`src/core/splc_regs.svh`:
```
// Register offsets, field positions, reset values and timing counts of the safety parameter block
`ifndef SPLC_REGS_SVH
`define SPLC_REGS_SVH

// Register byte offsets
`define SPLC_CTRL 8'h00
`define SPLC_STATUS 8'h04
`define SPLC_AUTH_LO 8'h08
`define SPLC_AUTH_HI 8'h0C
`define SPLC_NEWPW_LO 8'h10
`define SPLC_NEWPW_HI 8'h14
`define SPLC_AXIS 8'h18
`define SPLC_FORCE 8'h1C
`define SPLC_ACTMODE 8'h20
`define SPLC_CFG 8'h24
`define SPLC_DECEL 8'h28
`define SPLC_ENC 8'h2C
`define SPLC_SPEED 8'h30
`define SPLC_POL 8'h34
`define SPLC_LNUM 8'h38
`define SPLC_LDEN 8'h3C

// Control register bits
`define SPLC_CTRL_SWRST 0
`define SPLC_CTRL_PWINIT 1
`define SPLC_CTRL_AUTH 2
`define SPLC_CTRL_PWSET 3

// Force register bits
`define SPLC_FORCE_INDIV 8

// Monitor field inside the functional safety setting
`define SPLC_CFG_MON_LSB 4
`define SPLC_CFG_MON_MSB 7

// Input mode codes
`define SPLC_MODE_TEST 2'h2

// Reset values
`define SPLC_PW_DEFAULT 48'h3030_3030_3030
`define SPLC_FACT_DECEL 16'h0000

// Timing: one decel monitor unit is one millisecond
`define SPLC_MS_NS 1000000
`define SPLC_CLK_NS 100

`endif

```
`src/core/splc_chk_if_note_placeholder_removed.sv`:
```
// Spare compilation unit, holds no logic

```
`src/core/splc_pkg.sv`:
```
// Types of the safety parameter block
package splc_pkg;

    // One safety parameter set
    typedef struct packed {
        logic act;
        logic [1:0] mode;
        logic [15:0] cfg;
        logic [15:0] decel;
        logic [31:0] enc;
        logic [15:0] speed;
        logic direction_polarity;
        logic [15:0] lnum;
        logic [15:0] lden;
    } splc_param_t;

endpackage

```
`src/core/splc_chk_if.sv`:
```
// Bundle between the top and one axis consistency checker
`timescale 1ns/100ps
interface splc_chk_if;
    splc_pkg::splc_param_t act;
    logic [31:0] motor_enc;
    logic [15:0] motor_speed;
    logic norm_dir;
    logic [15:0] norm_num;
    logic [15:0] norm_den;
    logic linear;
    logic mismatch;

    modport top (output act, motor_enc, motor_speed, norm_dir, norm_num, norm_den, linear, input mismatch);
    modport chk (input act, motor_enc, motor_speed, norm_dir, norm_num, norm_den, linear, output mismatch);
endinterface

```
`src/core/splc_top.sv`:
```
// Safety parameter lock, apply-on-reset, consistency alarm and test/forced output control
// Contract
// - Default password is six zero characters until another is set.
// - New safety parameters take effect only after power cycle or software reset; the code applies them at software reset only, presetn loads zeros.
// - Parameter changes are rejected unless password authentication has passed.
// - Safety parameters are readable at any time without authentication.
// - Password holds up to six alphanumeric characters, compared case sensitively.
// - A new password becomes active only after the next reset; the code applies it at software reset only, presetn restores the default.
// - Password initialize restores default password and factory parameters at next reset.
// - Encoder resolution mismatch with the motor raises the setting-range alarm.
// - Rated speed mismatch while speed monitoring raises the setting-range alarm.
// - Safety polarity differing from normal travel direction raises the alarm.
// - Polarity 0 monitors increasing address, polarity 1 decreasing address.
// - Linear motor resolution numerator or denominator mismatch raises the alarm.
// - Linear motor encoder resolution is refused unless monitoring is used.
// - Input mode 2 is test mode, disabling I/O diagnosis and sub-functions.
// - Forced output is accepted only in input mode 2.
// - Forced outputs follow requested states regardless of servo status.
// - Paired A/B outputs switch together unless individual switching is chosen.
// - Activation 1 enables sub-functions and restricts the communication cycle.
// - Common setting method applies the latest written value to every axis.
// - Self-diagnosis error starts safe stop one using the decel monitor time.
//
// Our own choices: the register offsets and the APB register port.
`timescale 1ns/100ps
`include "splc_regs.svh"
module splc_top #(
    parameter int MS_CYCLES = `SPLC_MS_NS / `SPLC_CLK_NS
) (
    // Clock and reset
    input wire logic pclk,
    input wire logic presetn,
    // APB slave
    input wire logic psel,
    input wire logic penable,
    input wire logic pwrite,
    input wire logic [31:0] paddr,
    input wire logic [31:0] pwdata,
    output logic pready,
    output logic [31:0] prdata,
    output logic pslverr,
    // Motor and normal parameter values per axis
    input wire logic [1:0][31:0] motor_enc_res,
    input wire logic [1:0][15:0] motor_rated_speed,
    input wire logic [1:0] normal_travel_direction,
    input wire logic [1:0][15:0] normal_lin_res_numerator,
    input wire logic [1:0][15:0] normal_lin_res_denominator,
    input wire logic [1:0] linear_motor,
    // Unit settings and diagnosis
    input wire logic common_setting,
    input wire logic selfdiag_error,
    input wire logic [7:0] servo_out,
    // Safety status per axis, one communication cycle restriction for the whole unit
    output logic [1:0] setting_range_alarm,
    output logic [1:0] test_mode,
    output logic [1:0] io_diag_enable,
    output logic [1:0] safety_func_enable,
    output logic [1:0] monitor_decreasing,
    output logic comm_cycle_restricted,
    // Safe stop one
    output logic safe_stop_one,
    output logic ss1_decel_done,
    // Safety outputs 1a,1b,2a,2b,3pa,3na,3pb,3nb in bit order 0..7
    output logic [7:0] safety_out
);
    typedef struct packed {
        splc_pkg::splc_param_t [1:0] pend;
        splc_pkg::splc_param_t [1:0] act;
        logic [47:0] pw_act;
        logic [47:0] pw_pend;
        logic [47:0] attempt;
        logic [47:0] newpw;
        logic auth;
        logic auth_fail;
        logic wr_refused;
        logic pw_init;
        logic dirty;
        logic axis_sel;
        logic force_en;
        logic [7:0] force_val;
        logic alarm0;
        logic alarm1;
        logic ss1;
        logic ss1_done;
        logic [15:0] ss1_cnt;
        logic [15:0] ms_cnt;
        logic pready;
        logic [31:0] prdata;
        logic pslverr;
        logic [7:0] sout;
        logic [1:0] tmode;
        logic [1:0] diag;
        logic [1:0] sfen;
        logic [1:0] direction_polarity;
        logic restrict_cc;
    } splc_state_t;

    splc_state_t s_ff;
    splc_state_t nxt_s;

    logic [1:0] mismatch;
    logic [5:0] char_ok;
    logic pw_valid;
    logic access;
    logic commit;
    logic [7:0] addr;
    splc_pkg::splc_param_t cur;
    logic [1:0] target;
    logic enc_refuse;

    // Consistency checker per axis
    genvar gi;
    generate
        for (gi = 0; gi < 2; gi++)
        begin : g_axis
            splc_chk_if cif ();
            assign cif.act = s_ff.act[gi];
            assign cif.motor_enc = motor_enc_res[gi];
            assign cif.motor_speed = motor_rated_speed[gi];
            assign cif.norm_dir = normal_travel_direction[gi];
            assign cif.norm_num = normal_lin_res_numerator[gi];
            assign cif.norm_den = normal_lin_res_denominator[gi];
            assign cif.linear = linear_motor[gi];
            assign mismatch[gi] = cif.mismatch;
            splc_check u_chk (
                .c(cif.chk)
            );
        end
    endgenerate

    // Alphanumeric check per character, zero bytes pad a shorter string
    generate
        for (gi = 0; gi < 6; gi++)
        begin : g_char
            logic [7:0] ch;
            assign ch = s_ff.newpw[gi*8 +: 8];
            assign char_ok[gi] = (ch == 8'h00) || (ch >= 8'h30 && ch <= 8'h39)
                || (ch >= 8'h41 && ch <= 8'h5A) || (ch >= 8'h61 && ch <= 8'h7A);
        end
    endgenerate
    assign pw_valid = &char_ok;

    // APB phases: one wait state, commit at the edge that samples pready high
    assign access = psel && penable && !s_ff.pready;
    assign commit = psel && penable && s_ff.pready;
    assign addr = paddr[7:0];
    assign cur = s_ff.pend[s_ff.axis_sel];

    // Axes written by a parameter write
    assign target = common_setting ? 2'h3 : (s_ff.axis_sel ? 2'h2 : 2'h1);

    // Linear motor without position or speed monitoring cannot take an encoder resolution
    assign enc_refuse = (target[0] && linear_motor[0] && ~|s_ff.pend[0].cfg[`SPLC_CFG_MON_MSB:`SPLC_CFG_MON_LSB])
        || (target[1] && linear_motor[1] && ~|s_ff.pend[1].cfg[`SPLC_CFG_MON_MSB:`SPLC_CFG_MON_LSB]);

    // Next state
    always_comb
    begin
        logic is_param;
        logic refuse;
        logic unmapped;
        logic [31:0] rd;
        is_param = 1'b0;
        refuse = 1'b0;
        unmapped = 1'b0;
        rd = 32'h0000_0000;
        nxt_s = s_ff;
        nxt_s.pready = 1'b0;
        nxt_s.pslverr = 1'b0;

        // Decode: reads never need authentication
        unique case (addr)
            `SPLC_CTRL: rd = 32'h0000_0000;
            `SPLC_STATUS: rd = {23'h00_0000, s_ff.dirty, s_ff.pw_init, s_ff.ss1, s_ff.tmode[0],
                s_ff.wr_refused, s_ff.auth_fail, s_ff.auth, s_ff.alarm1, s_ff.alarm0};
            `SPLC_AUTH_LO: rd = 32'h0000_0000;
            `SPLC_AUTH_HI: rd = 32'h0000_0000;
            `SPLC_NEWPW_LO: rd = 32'h0000_0000;
            `SPLC_NEWPW_HI: rd = 32'h0000_0000;
            `SPLC_AXIS: rd = {31'h0000_0000, s_ff.axis_sel};
            `SPLC_FORCE: rd = {23'h00_0000, s_ff.force_en, s_ff.force_val};
            `SPLC_ACTMODE:
            begin
                rd = {29'h0000_0000, cur.mode, cur.act};
                is_param = 1'b1;
            end
            `SPLC_CFG:
            begin
                rd = {16'h0000, cur.cfg};
                is_param = 1'b1;
            end
            `SPLC_DECEL:
            begin
                rd = {16'h0000, cur.decel};
                is_param = 1'b1;
            end
            `SPLC_ENC:
            begin
                rd = cur.enc;
                is_param = 1'b1;
            end
            `SPLC_SPEED:
            begin
                rd = {16'h0000, cur.speed};
                is_param = 1'b1;
            end
            `SPLC_POL:
            begin
                rd = {31'h0000_0000, cur.direction_polarity};
                is_param = 1'b1;
            end
            `SPLC_LNUM:
            begin
                rd = {16'h0000, cur.lnum};
                is_param = 1'b1;
            end
            `SPLC_LDEN:
            begin
                rd = {16'h0000, cur.lden};
                is_param = 1'b1;
            end
            default: unmapped = 1'b1;
        endcase

        // Write refusals
        if (pwrite)
        begin
            if (is_param && !s_ff.auth)
                refuse = 1'b1;
            if (addr == `SPLC_ENC && enc_refuse)
                refuse = 1'b1;
            if (addr == `SPLC_CTRL && pwdata[`SPLC_CTRL_PWSET] && (!s_ff.auth || !pw_valid))
                refuse = 1'b1;
            if (addr == `SPLC_FORCE && s_ff.tmode[0] == 1'b0)
                refuse = 1'b1;
        end

        // Access phase: answer with data and error
        if (access)
        begin
            nxt_s.pready = 1'b1;
            nxt_s.prdata = pwrite ? 32'h0000_0000 : rd;
            nxt_s.pslverr = unmapped || refuse;
        end

        // Write takes effect at the committing edge
        if (commit && pwrite && !unmapped)
        begin
            if (refuse)
                nxt_s.wr_refused = 1'b1;
            else
            begin
                for (int i = 0; i < 2; i++)
                begin
                    if (target[i] && is_param)
                    begin
                        nxt_s.dirty = 1'b1;
                        unique case (addr)
                            `SPLC_ACTMODE:
                            begin
                                nxt_s.pend[i].act = pwdata[0];
                                nxt_s.pend[i].mode = pwdata[2:1];
                            end
                            `SPLC_CFG: nxt_s.pend[i].cfg = pwdata[15:0];
                            `SPLC_DECEL: nxt_s.pend[i].decel = pwdata[15:0];
                            `SPLC_ENC: nxt_s.pend[i].enc = pwdata;
                            `SPLC_SPEED: nxt_s.pend[i].speed = pwdata[15:0];
                            `SPLC_POL: nxt_s.pend[i].direction_polarity = pwdata[0];
                            `SPLC_LNUM: nxt_s.pend[i].lnum = pwdata[15:0];
                            default: nxt_s.pend[i].lden = pwdata[15:0];
                        endcase
                    end
                end
                unique case (addr)
                    `SPLC_AUTH_LO: nxt_s.attempt[31:0] = pwdata;
                    `SPLC_AUTH_HI: nxt_s.attempt[47:32] = pwdata[15:0];
                    `SPLC_NEWPW_LO: nxt_s.newpw[31:0] = pwdata;
                    `SPLC_NEWPW_HI: nxt_s.newpw[47:32] = pwdata[15:0];
                    `SPLC_AXIS: nxt_s.axis_sel = pwdata[0];
                    `SPLC_FORCE:
                    begin
                        nxt_s.force_en = 1'b1;
                        nxt_s.force_val = pwdata[7:0];
                        if (!pwdata[`SPLC_FORCE_INDIV])
                        begin
                            // Pairs 1a/1b, 2a/2b, 3pa/3pb, 3na/3nb follow the A line
                            nxt_s.force_val[1] = pwdata[0];
                            nxt_s.force_val[3] = pwdata[2];
                            nxt_s.force_val[6] = pwdata[4];
                            nxt_s.force_val[7] = pwdata[5];
                        end
                    end
                    `SPLC_CTRL:
                    begin
                        if (pwdata[`SPLC_CTRL_AUTH])
                        begin
                            // Case-sensitive exact compare against the active password
                            nxt_s.auth = s_ff.attempt == s_ff.pw_act;
                            nxt_s.auth_fail = s_ff.attempt != s_ff.pw_act;
                            nxt_s.wr_refused = 1'b0;
                        end
                        if (pwdata[`SPLC_CTRL_PWSET])
                        begin
                            nxt_s.pw_pend = s_ff.newpw;
                            nxt_s.dirty = 1'b1;
                        end
                        if (pwdata[`SPLC_CTRL_PWINIT])
                            nxt_s.pw_init = 1'b1;
                        if (pwdata[`SPLC_CTRL_SWRST])
                        begin
                            // Software reset: apply pending values, drop session and alarms
                            if (s_ff.pw_init)
                            begin
                                nxt_s.pw_act = `SPLC_PW_DEFAULT;
                                nxt_s.pw_pend = `SPLC_PW_DEFAULT;
                                for (int i = 0; i < 2; i++)
                                begin
                                    nxt_s.pend[i] = '0;
                                    nxt_s.pend[i].decel = `SPLC_FACT_DECEL;
                                end
                            end
                            else
                                nxt_s.pw_act = s_ff.pw_pend;
                            nxt_s.act = nxt_s.pend;
                            nxt_s.pw_init = 1'b0;
                            nxt_s.dirty = 1'b0;
                            nxt_s.auth = 1'b0;
                            nxt_s.auth_fail = 1'b0;
                            nxt_s.wr_refused = 1'b0;
                            nxt_s.alarm0 = 1'b0;
                            nxt_s.alarm1 = 1'b0;
                            nxt_s.ss1 = 1'b0;
                            nxt_s.ss1_done = 1'b0;
                        end
                    end
                    default: nxt_s.axis_sel = s_ff.axis_sel;
                endcase
            end
        end

        // Setting-range alarm latches while a reset has not cleared it
        if (!(commit && pwrite && addr == `SPLC_CTRL && pwdata[`SPLC_CTRL_SWRST] && !refuse))
        begin
            nxt_s.alarm0 = s_ff.alarm0 | mismatch[0];
            nxt_s.alarm1 = s_ff.alarm1 | mismatch[1];
        end

        // Mode decode from the active set of each axis
        for (int i = 0; i < 2; i++)
        begin
            nxt_s.tmode[i] = nxt_s.act[i].mode == `SPLC_MODE_TEST;
            nxt_s.diag[i] = !nxt_s.tmode[i];
            nxt_s.sfen[i] = nxt_s.act[i].act && !nxt_s.tmode[i];
            nxt_s.direction_polarity[i] = nxt_s.act[i].direction_polarity;
        end
        nxt_s.restrict_cc = nxt_s.act[0].act || nxt_s.act[1].act;

        // Leaving test mode ends forced output
        if (!nxt_s.tmode[0])
            nxt_s.force_en = 1'b0;

        // Millisecond tick
        nxt_s.ms_cnt = (s_ff.ms_cnt == 16'(MS_CYCLES - 1)) ? 16'h0000 : s_ff.ms_cnt + 16'h0001;

        // Safe stop one on self-diagnosis error, decel monitor time in milliseconds
        if (selfdiag_error && !s_ff.ss1 && s_ff.sfen[0])
        begin
            nxt_s.ss1 = 1'b1;
            nxt_s.ss1_cnt = s_ff.act[0].decel;
        end
        else if (s_ff.ss1 && !s_ff.ss1_done && s_ff.ms_cnt == 16'h0000)
        begin
            if (s_ff.ss1_cnt == 16'h0000)
                nxt_s.ss1_done = 1'b1;
            else
                nxt_s.ss1_cnt = s_ff.ss1_cnt - 16'h0001;
        end

        // Safety output drive, forced value overrides servo status
        nxt_s.sout = nxt_s.force_en ? nxt_s.force_val : servo_out;
    end

    // State register
    always_ff @(posedge pclk or negedge presetn)
    begin
        if (!presetn)
        begin
            s_ff <= '0;
            s_ff.pw_act <= `SPLC_PW_DEFAULT;
            s_ff.diag <= 2'b11;
            s_ff.pw_pend <= `SPLC_PW_DEFAULT;
            s_ff.pend[0].decel <= `SPLC_FACT_DECEL;
            s_ff.pend[1].decel <= `SPLC_FACT_DECEL;
            s_ff.act[0].decel <= `SPLC_FACT_DECEL;
            s_ff.act[1].decel <= `SPLC_FACT_DECEL;
        end
        else
            s_ff <= nxt_s;
    end

    // Outputs straight from the state register
    assign pready = s_ff.pready;
    assign prdata = s_ff.prdata;
    assign pslverr = s_ff.pslverr;
    assign setting_range_alarm = {s_ff.alarm1, s_ff.alarm0};
    assign test_mode = s_ff.tmode;
    assign io_diag_enable = s_ff.diag;
    assign safety_func_enable = s_ff.sfen;
    assign monitor_decreasing = s_ff.direction_polarity;
    assign comm_cycle_restricted = s_ff.restrict_cc;
    assign safe_stop_one = s_ff.ss1;
    assign ss1_decel_done = s_ff.ss1_done;
    assign safety_out = s_ff.sout;
endmodule

```
`src/core/splc_check.sv`:
```
// Compares the active safety parameters of one axis against motor and normal parameters
`timescale 1ns/100ps
`include "splc_regs.svh"
module splc_check (
    // Checker side of the bundle
    splc_chk_if.chk c
);
    logic mon_used;
    logic bad_enc;
    logic bad_speed;
    logic bad_dir;
    logic bad_lin;

    // Position or speed monitoring selected
    assign mon_used = |c.act.cfg[`SPLC_CFG_MON_MSB:`SPLC_CFG_MON_LSB];

    // Individual mismatch terms
    assign bad_enc = c.act.enc != c.motor_enc;
    assign bad_speed = mon_used && (c.act.speed != c.motor_speed);
    assign bad_dir = c.act.direction_polarity != c.norm_dir;
    assign bad_lin = c.linear && mon_used && ((c.act.lnum != c.norm_num) || (c.act.lden != c.norm_den));

    // Checks apply only while the safety sub-functions are activated
    assign c.mismatch = c.act.act && (bad_enc || bad_speed || bad_dir || bad_lin);
endmodule

```
`config.mk`:
```
export PLATFORM = sky130hd
export DESIGN_NAME = splc_top
export DESIGN_NICKNAME = d
export VERILOG_FILES = /design/src/core/splc_chk_if_note_placeholder_removed.sv /design/src/core/splc_pkg.sv /design/src/core/splc_chk_if.sv /design/src/core/splc_top.sv /design/src/core/splc_check.sv
export VERILOG_INCLUDE_DIRS = /design/src /design/src/core
export SDC_FILE = /design/constraint.sdc
export NUM_CORES = 2
export LEC_CHECK = 0
export BUFFER_PORTS_ARGS = -buffer_cell sky130_fd_sc_hd__buf_4
export CAP_MARGIN = 10
export CORE_MARGIN = 4
export CORE_UTILIZATION = 35
export DETAILED_ROUTE_END_ITERATION = 6
export PLACE_DENSITY = 0.49
export SETUP_SLACK_MARGIN = 0.15
export SLEW_MARGIN = 25
export SYNTH_ARGS = -nofsm -noshare
export SYNTH_HDL_FRONTEND = slang
export SYNTH_SLANG_ARGS = --single-unit
```
`constraint.sdc`:
```
create_clock -name pclk -period 2.94 [get_ports pclk]
set_clock_uncertainty 0.2 [all_clocks]
set_input_delay 0.588 -clock pclk [delete_from_list [all_inputs] [get_ports pclk]]
set_output_delay 0.588 -clock pclk [all_outputs]
set_load 0.02 [all_outputs]
```
==> flow_summary.toml <==
[logic_synthesis]
syn_nets = 3363
seq_area_frac_synth_pct = 51.9
synth_edf_count = 0
synthCells = 3117
synthArstFlopShare_pct = 100
synth_ff_type = "dfrtp_1"
synth_area_leaders = "dfrtp_1 50%, mux2i_1 7.8%, a22o_1 5.9%, o31ai_1 4.1%, nand2_1 3.9%"
yosysWarnings = 0
synth_area_leader_cell = "dfrtp_1"
syn_area_mm2 = 0.0346
synth_cell_types = 78
synth_seq_cells = 716
avgSynthCellArea_um2 = 11.1
netlist.area_leader.share_pct = 49.9

[cts]
clock_path_buffers = 3
clockRootBuffer = "clkbuf_16"
clock-sinks = 716
cts-buffers-inserted = 83
clk_pin_slew_ns = 0.06
clk-insertion-delay-late_ns = 0.66
h-tree-depth = 3
cts_tree = "done"

[hold_path]
hold_class = "in -> reg"

[place]
place.port_buffers = 273
gp_congestion = 0.911
placedCellCount = 4702
hpwlAfterDp_mm = 91.5

[pwr]
p_int_mw = 17.0
p_sw_mw = 5.10
p_leak_nw = 20.3
pwr-share-seq_pct = 44.7
pwr-share-comb_pct = 4.6
peakVddDrop_mv = 0.425
total_power_mw = 22.1
pwr-share-clk_pct = 50.7
p_per_area_mw_per_mm2 = 482
netSwitchingFraction_pct = 23.1

[sta]
fin_ws_ns = -0.238
setup-tns-final_ns = -76.17
rsz0062_at_grt = "true"
slew_headroom_pct = 20.4
finalHoldViolCount = 0
setup_violations = 514
clock.fmax_mhz = 315
drv_slew = 0
max_slew.worst_pin.slew_ns = 1.19
post-route-period-util_pct = 108
period_needed_ns = 3.18

[finish]
fillCellCount = 8994
num-nets-final = 3824
layout-drive-gt1-share_pct = 31.0
area_growth_syn_to_layout_pct = 32.5
multiInputGateArea_mm2 = 0.0163
seq_area_mm2 = 0.0180
fin_cells = 4937

[drt]
wl_per_cell_um = 27.2
wl_mm = 134
viasPerCell = 5.68
vias = 28000
drc = 0
drt_first_pass_iters = 7
drt_iter0_drc = 2759
postRouteAntennaNets = 0

[global_routing]
grt_pass1_vias = 27900
grt_max_degree = 93
gr-usage-all-layers_pct = 24.8
grt_pass1_wl_mm = 192
antenna_found_initial = 9
overflow = 0

[die]
core_area_mm2 = 0.0983
die_y_um = 322
fp.dieW_um = 322
die_area_mm2 = 0.104
num_rows = 115
io_pins = 298
initial_core_util_pct = 35.2

[run_status]
violations = "negative setup slack"
status = "complete, but fails checks"

[worst_setup_path]
worstPathArrival_ns = 3.52
start_kind = "register"
cp-end-kind = "register"
cp_max_fo = 7
cp.required_ns = 3.28
crit_type = "reg -> reg"

[job]
cap_violations = 0
-- cell usage in the layout, fill, tap and decap left out, drive strengths merged, types with 117 or more instances in the layout --
| cell type | n |
|---|---|
| mux2i | 268 |
| buf | 646 |
| mux2 | 117 |
| dfrtp | 690 |
| nor2 | 128 |
| clkbuf | 134 |
| nand2 | 363 |
| xnor2 | 131 |
| o31ai | 189 |
| a22o | 234 |
-- Yosys cell counts (4+ instances only) --
| library cell | n |
|---|---|
| a211oi_1 | 5 |
| a21o_1 | 4 |
| a21oi_1 | 39 |
| a222oi_1 | 11 |
| a22o_1 | 234 |
| a22oi_1 | 69 |
| a31oi_1 | 6 |
| a32o_1 | 7 |
| a32oi_1 | 5 |
| and2_1 | 26 |
| and3_1 | 15 |
| buf_1 | 23 |
| buf_2 | 78 |
| buf_4 | 55 |
| buf_6 | 5 |
| clkbuf_1 | 146 |
| dfrtp_1 | 690 |
| dfstp_2 | 26 |
| inv_1 | 20 |
| mux2_1 | 27 |
| mux2_2 | 90 |
| mux2i_1 | 268 |
| nand2_1 | 362 |
| nand2b_1 | 6 |
| nand3_1 | 32 |
| nand3b_1 | 38 |
| nand4_1 | 46 |
| nor2_1 | 125 |
| nor2b_1 | 4 |
| nor3_1 | 26 |
| nor3b_1 | 5 |
| nor4_1 | 44 |
| o21ai_0 | 73 |
| o21ai_1 | 7 |
| o21ai_2 | 10 |
| o221ai_1 | 9 |
| o31ai_1 | 188 |
| o41a_1 | 4 |
| or3_1 | 4 |
| xnor2_1 | 131 |
| xor2_1 | 92 |
-- area by class of cell --
cell class | count | area share [%]
Tap cell | 1287 | 3.51
Multi-Input combinational cell | 2076 | 35.6
Timing Repair Buffer | 681 | 15.0
Sequential cell | 716 | 39.2
Clock buffer | 115 | 5.19
Clock inverter | 37 | 1.26
Inverter | 20 | 0.164
Antenna cell | 5 | 0.0273
-- path summary, 6_finish.rpt --
| path | depth (start not counted) | start | endpoint | slack (ns) |
|---|---|---|---|---|
| setup / recovery | 10 | g_char[2].ch[0] | g_axis[0].cif.act[86] | -0.24 |
| min in group asynchronous | 2 | presetn | s_ff[657] | 0.28 |
| hold reg to reg | 1 | s_ff[66] | s_ff[66] | 0.27 |
| hold / removal | 2 | servo_out[7] | safety_out[7] | 0.05 |
| setup reg to reg | 10 | g_char[2].ch[0] | g_axis[0].cif.act[86] | -0.24 |
| max in group asynchronous | 3 | presetn | s_ff[56] | 1.22 |
-- routing by layer --
layer,part of all wire (%),vias up,routed length [um],track usage [%]
met5,0,-,0,0
met4,3.7,0,4990,8.72
met3,5.8,232,7750,3.41
met2,47,1003,63600,40.1
met1,43,14600,58200,34.2
li1,-,12200,-,-
-- worst max-delay path, cell delays in order (launching register included) --
cell and delay (ns):
dfrtp_1 0.43, nor4_2 0.35, a211oi_2 0.14, a2111oi_4 0.44
a41oi_2 0.19, buf_6 0.16, buf_4 0.15, or2_4 0.35
clkbuf_16 0.23, buf_4 0.16, o31ai_1 0.27
-- per-stage QoR --
step	hold slack [ns]	utilization (%)	setup WS [ns]	instance area (um2)
finish	0.0462	46.6	-0.238	45800
global route	0.0322	46.6	-0.355	45800
CTS	0.00242	45.0	-0.225	44200
detailed placement	0.264	40.8	-0.496	40100
global placement	0.260	40.8	-0.554	40100
floorplan	0.0924	-	0.0546	34700
-- power by group through the flow --
stage,Combinational (mW),Clock (mW),Sequential [mW]
after floorplan,0.236,0,10.0
final,1.01,11.2,9.87
after detailed placement,0.994,0,10.0
after global routing,1.08,11.8,9.87
after global placement,0.976,0,10.0
after CTS,1.02,11.4,9.87
-- sequential cells by signal, summed over array words and instances, names as in the netlist, 2 cells and up --
register and count:
g_char.ch 48, safety_out 8, setting_range_alarm 2, g_axis.cif.act 191, safety_func_enable 2, io_diag_enable 2
test_mode 2, s_ff 423, prdata 32
-- logic make-up (layout without fill, tap and decap cells) --
group                      count (synthesis)  count (layout)  share of synthesized area, %
and+or+nand+nor                          768             769                          10.8
DFF                                      716             716                          51.9
AOI/OAI and AO/OA                        694             696                          15.5
muxes                                    385             385                          11.6
buffers and inverters                    328             853                          4.55
xor gates and xnor gates                 223             223                          5.65
adders and majority gates                  3               3                         0.109
other                                      0               5                             0
-- timing repair --
| action | 4_1_cts | 5_1_grt |
|---|---|---|
| resized for setup | 98 | 212 |
| hold buffers | 15 | 0 |
| pin swaps | 47 | 40 |
| cloned | 13 | 29 |
| buffers inserted | 21 | 0 |
| setup endpoints to repair | 546 | 546 |
| hold endpoints to repair | 53 | 0 |
No activity file was read; power rests on OpenSTA's default activity.
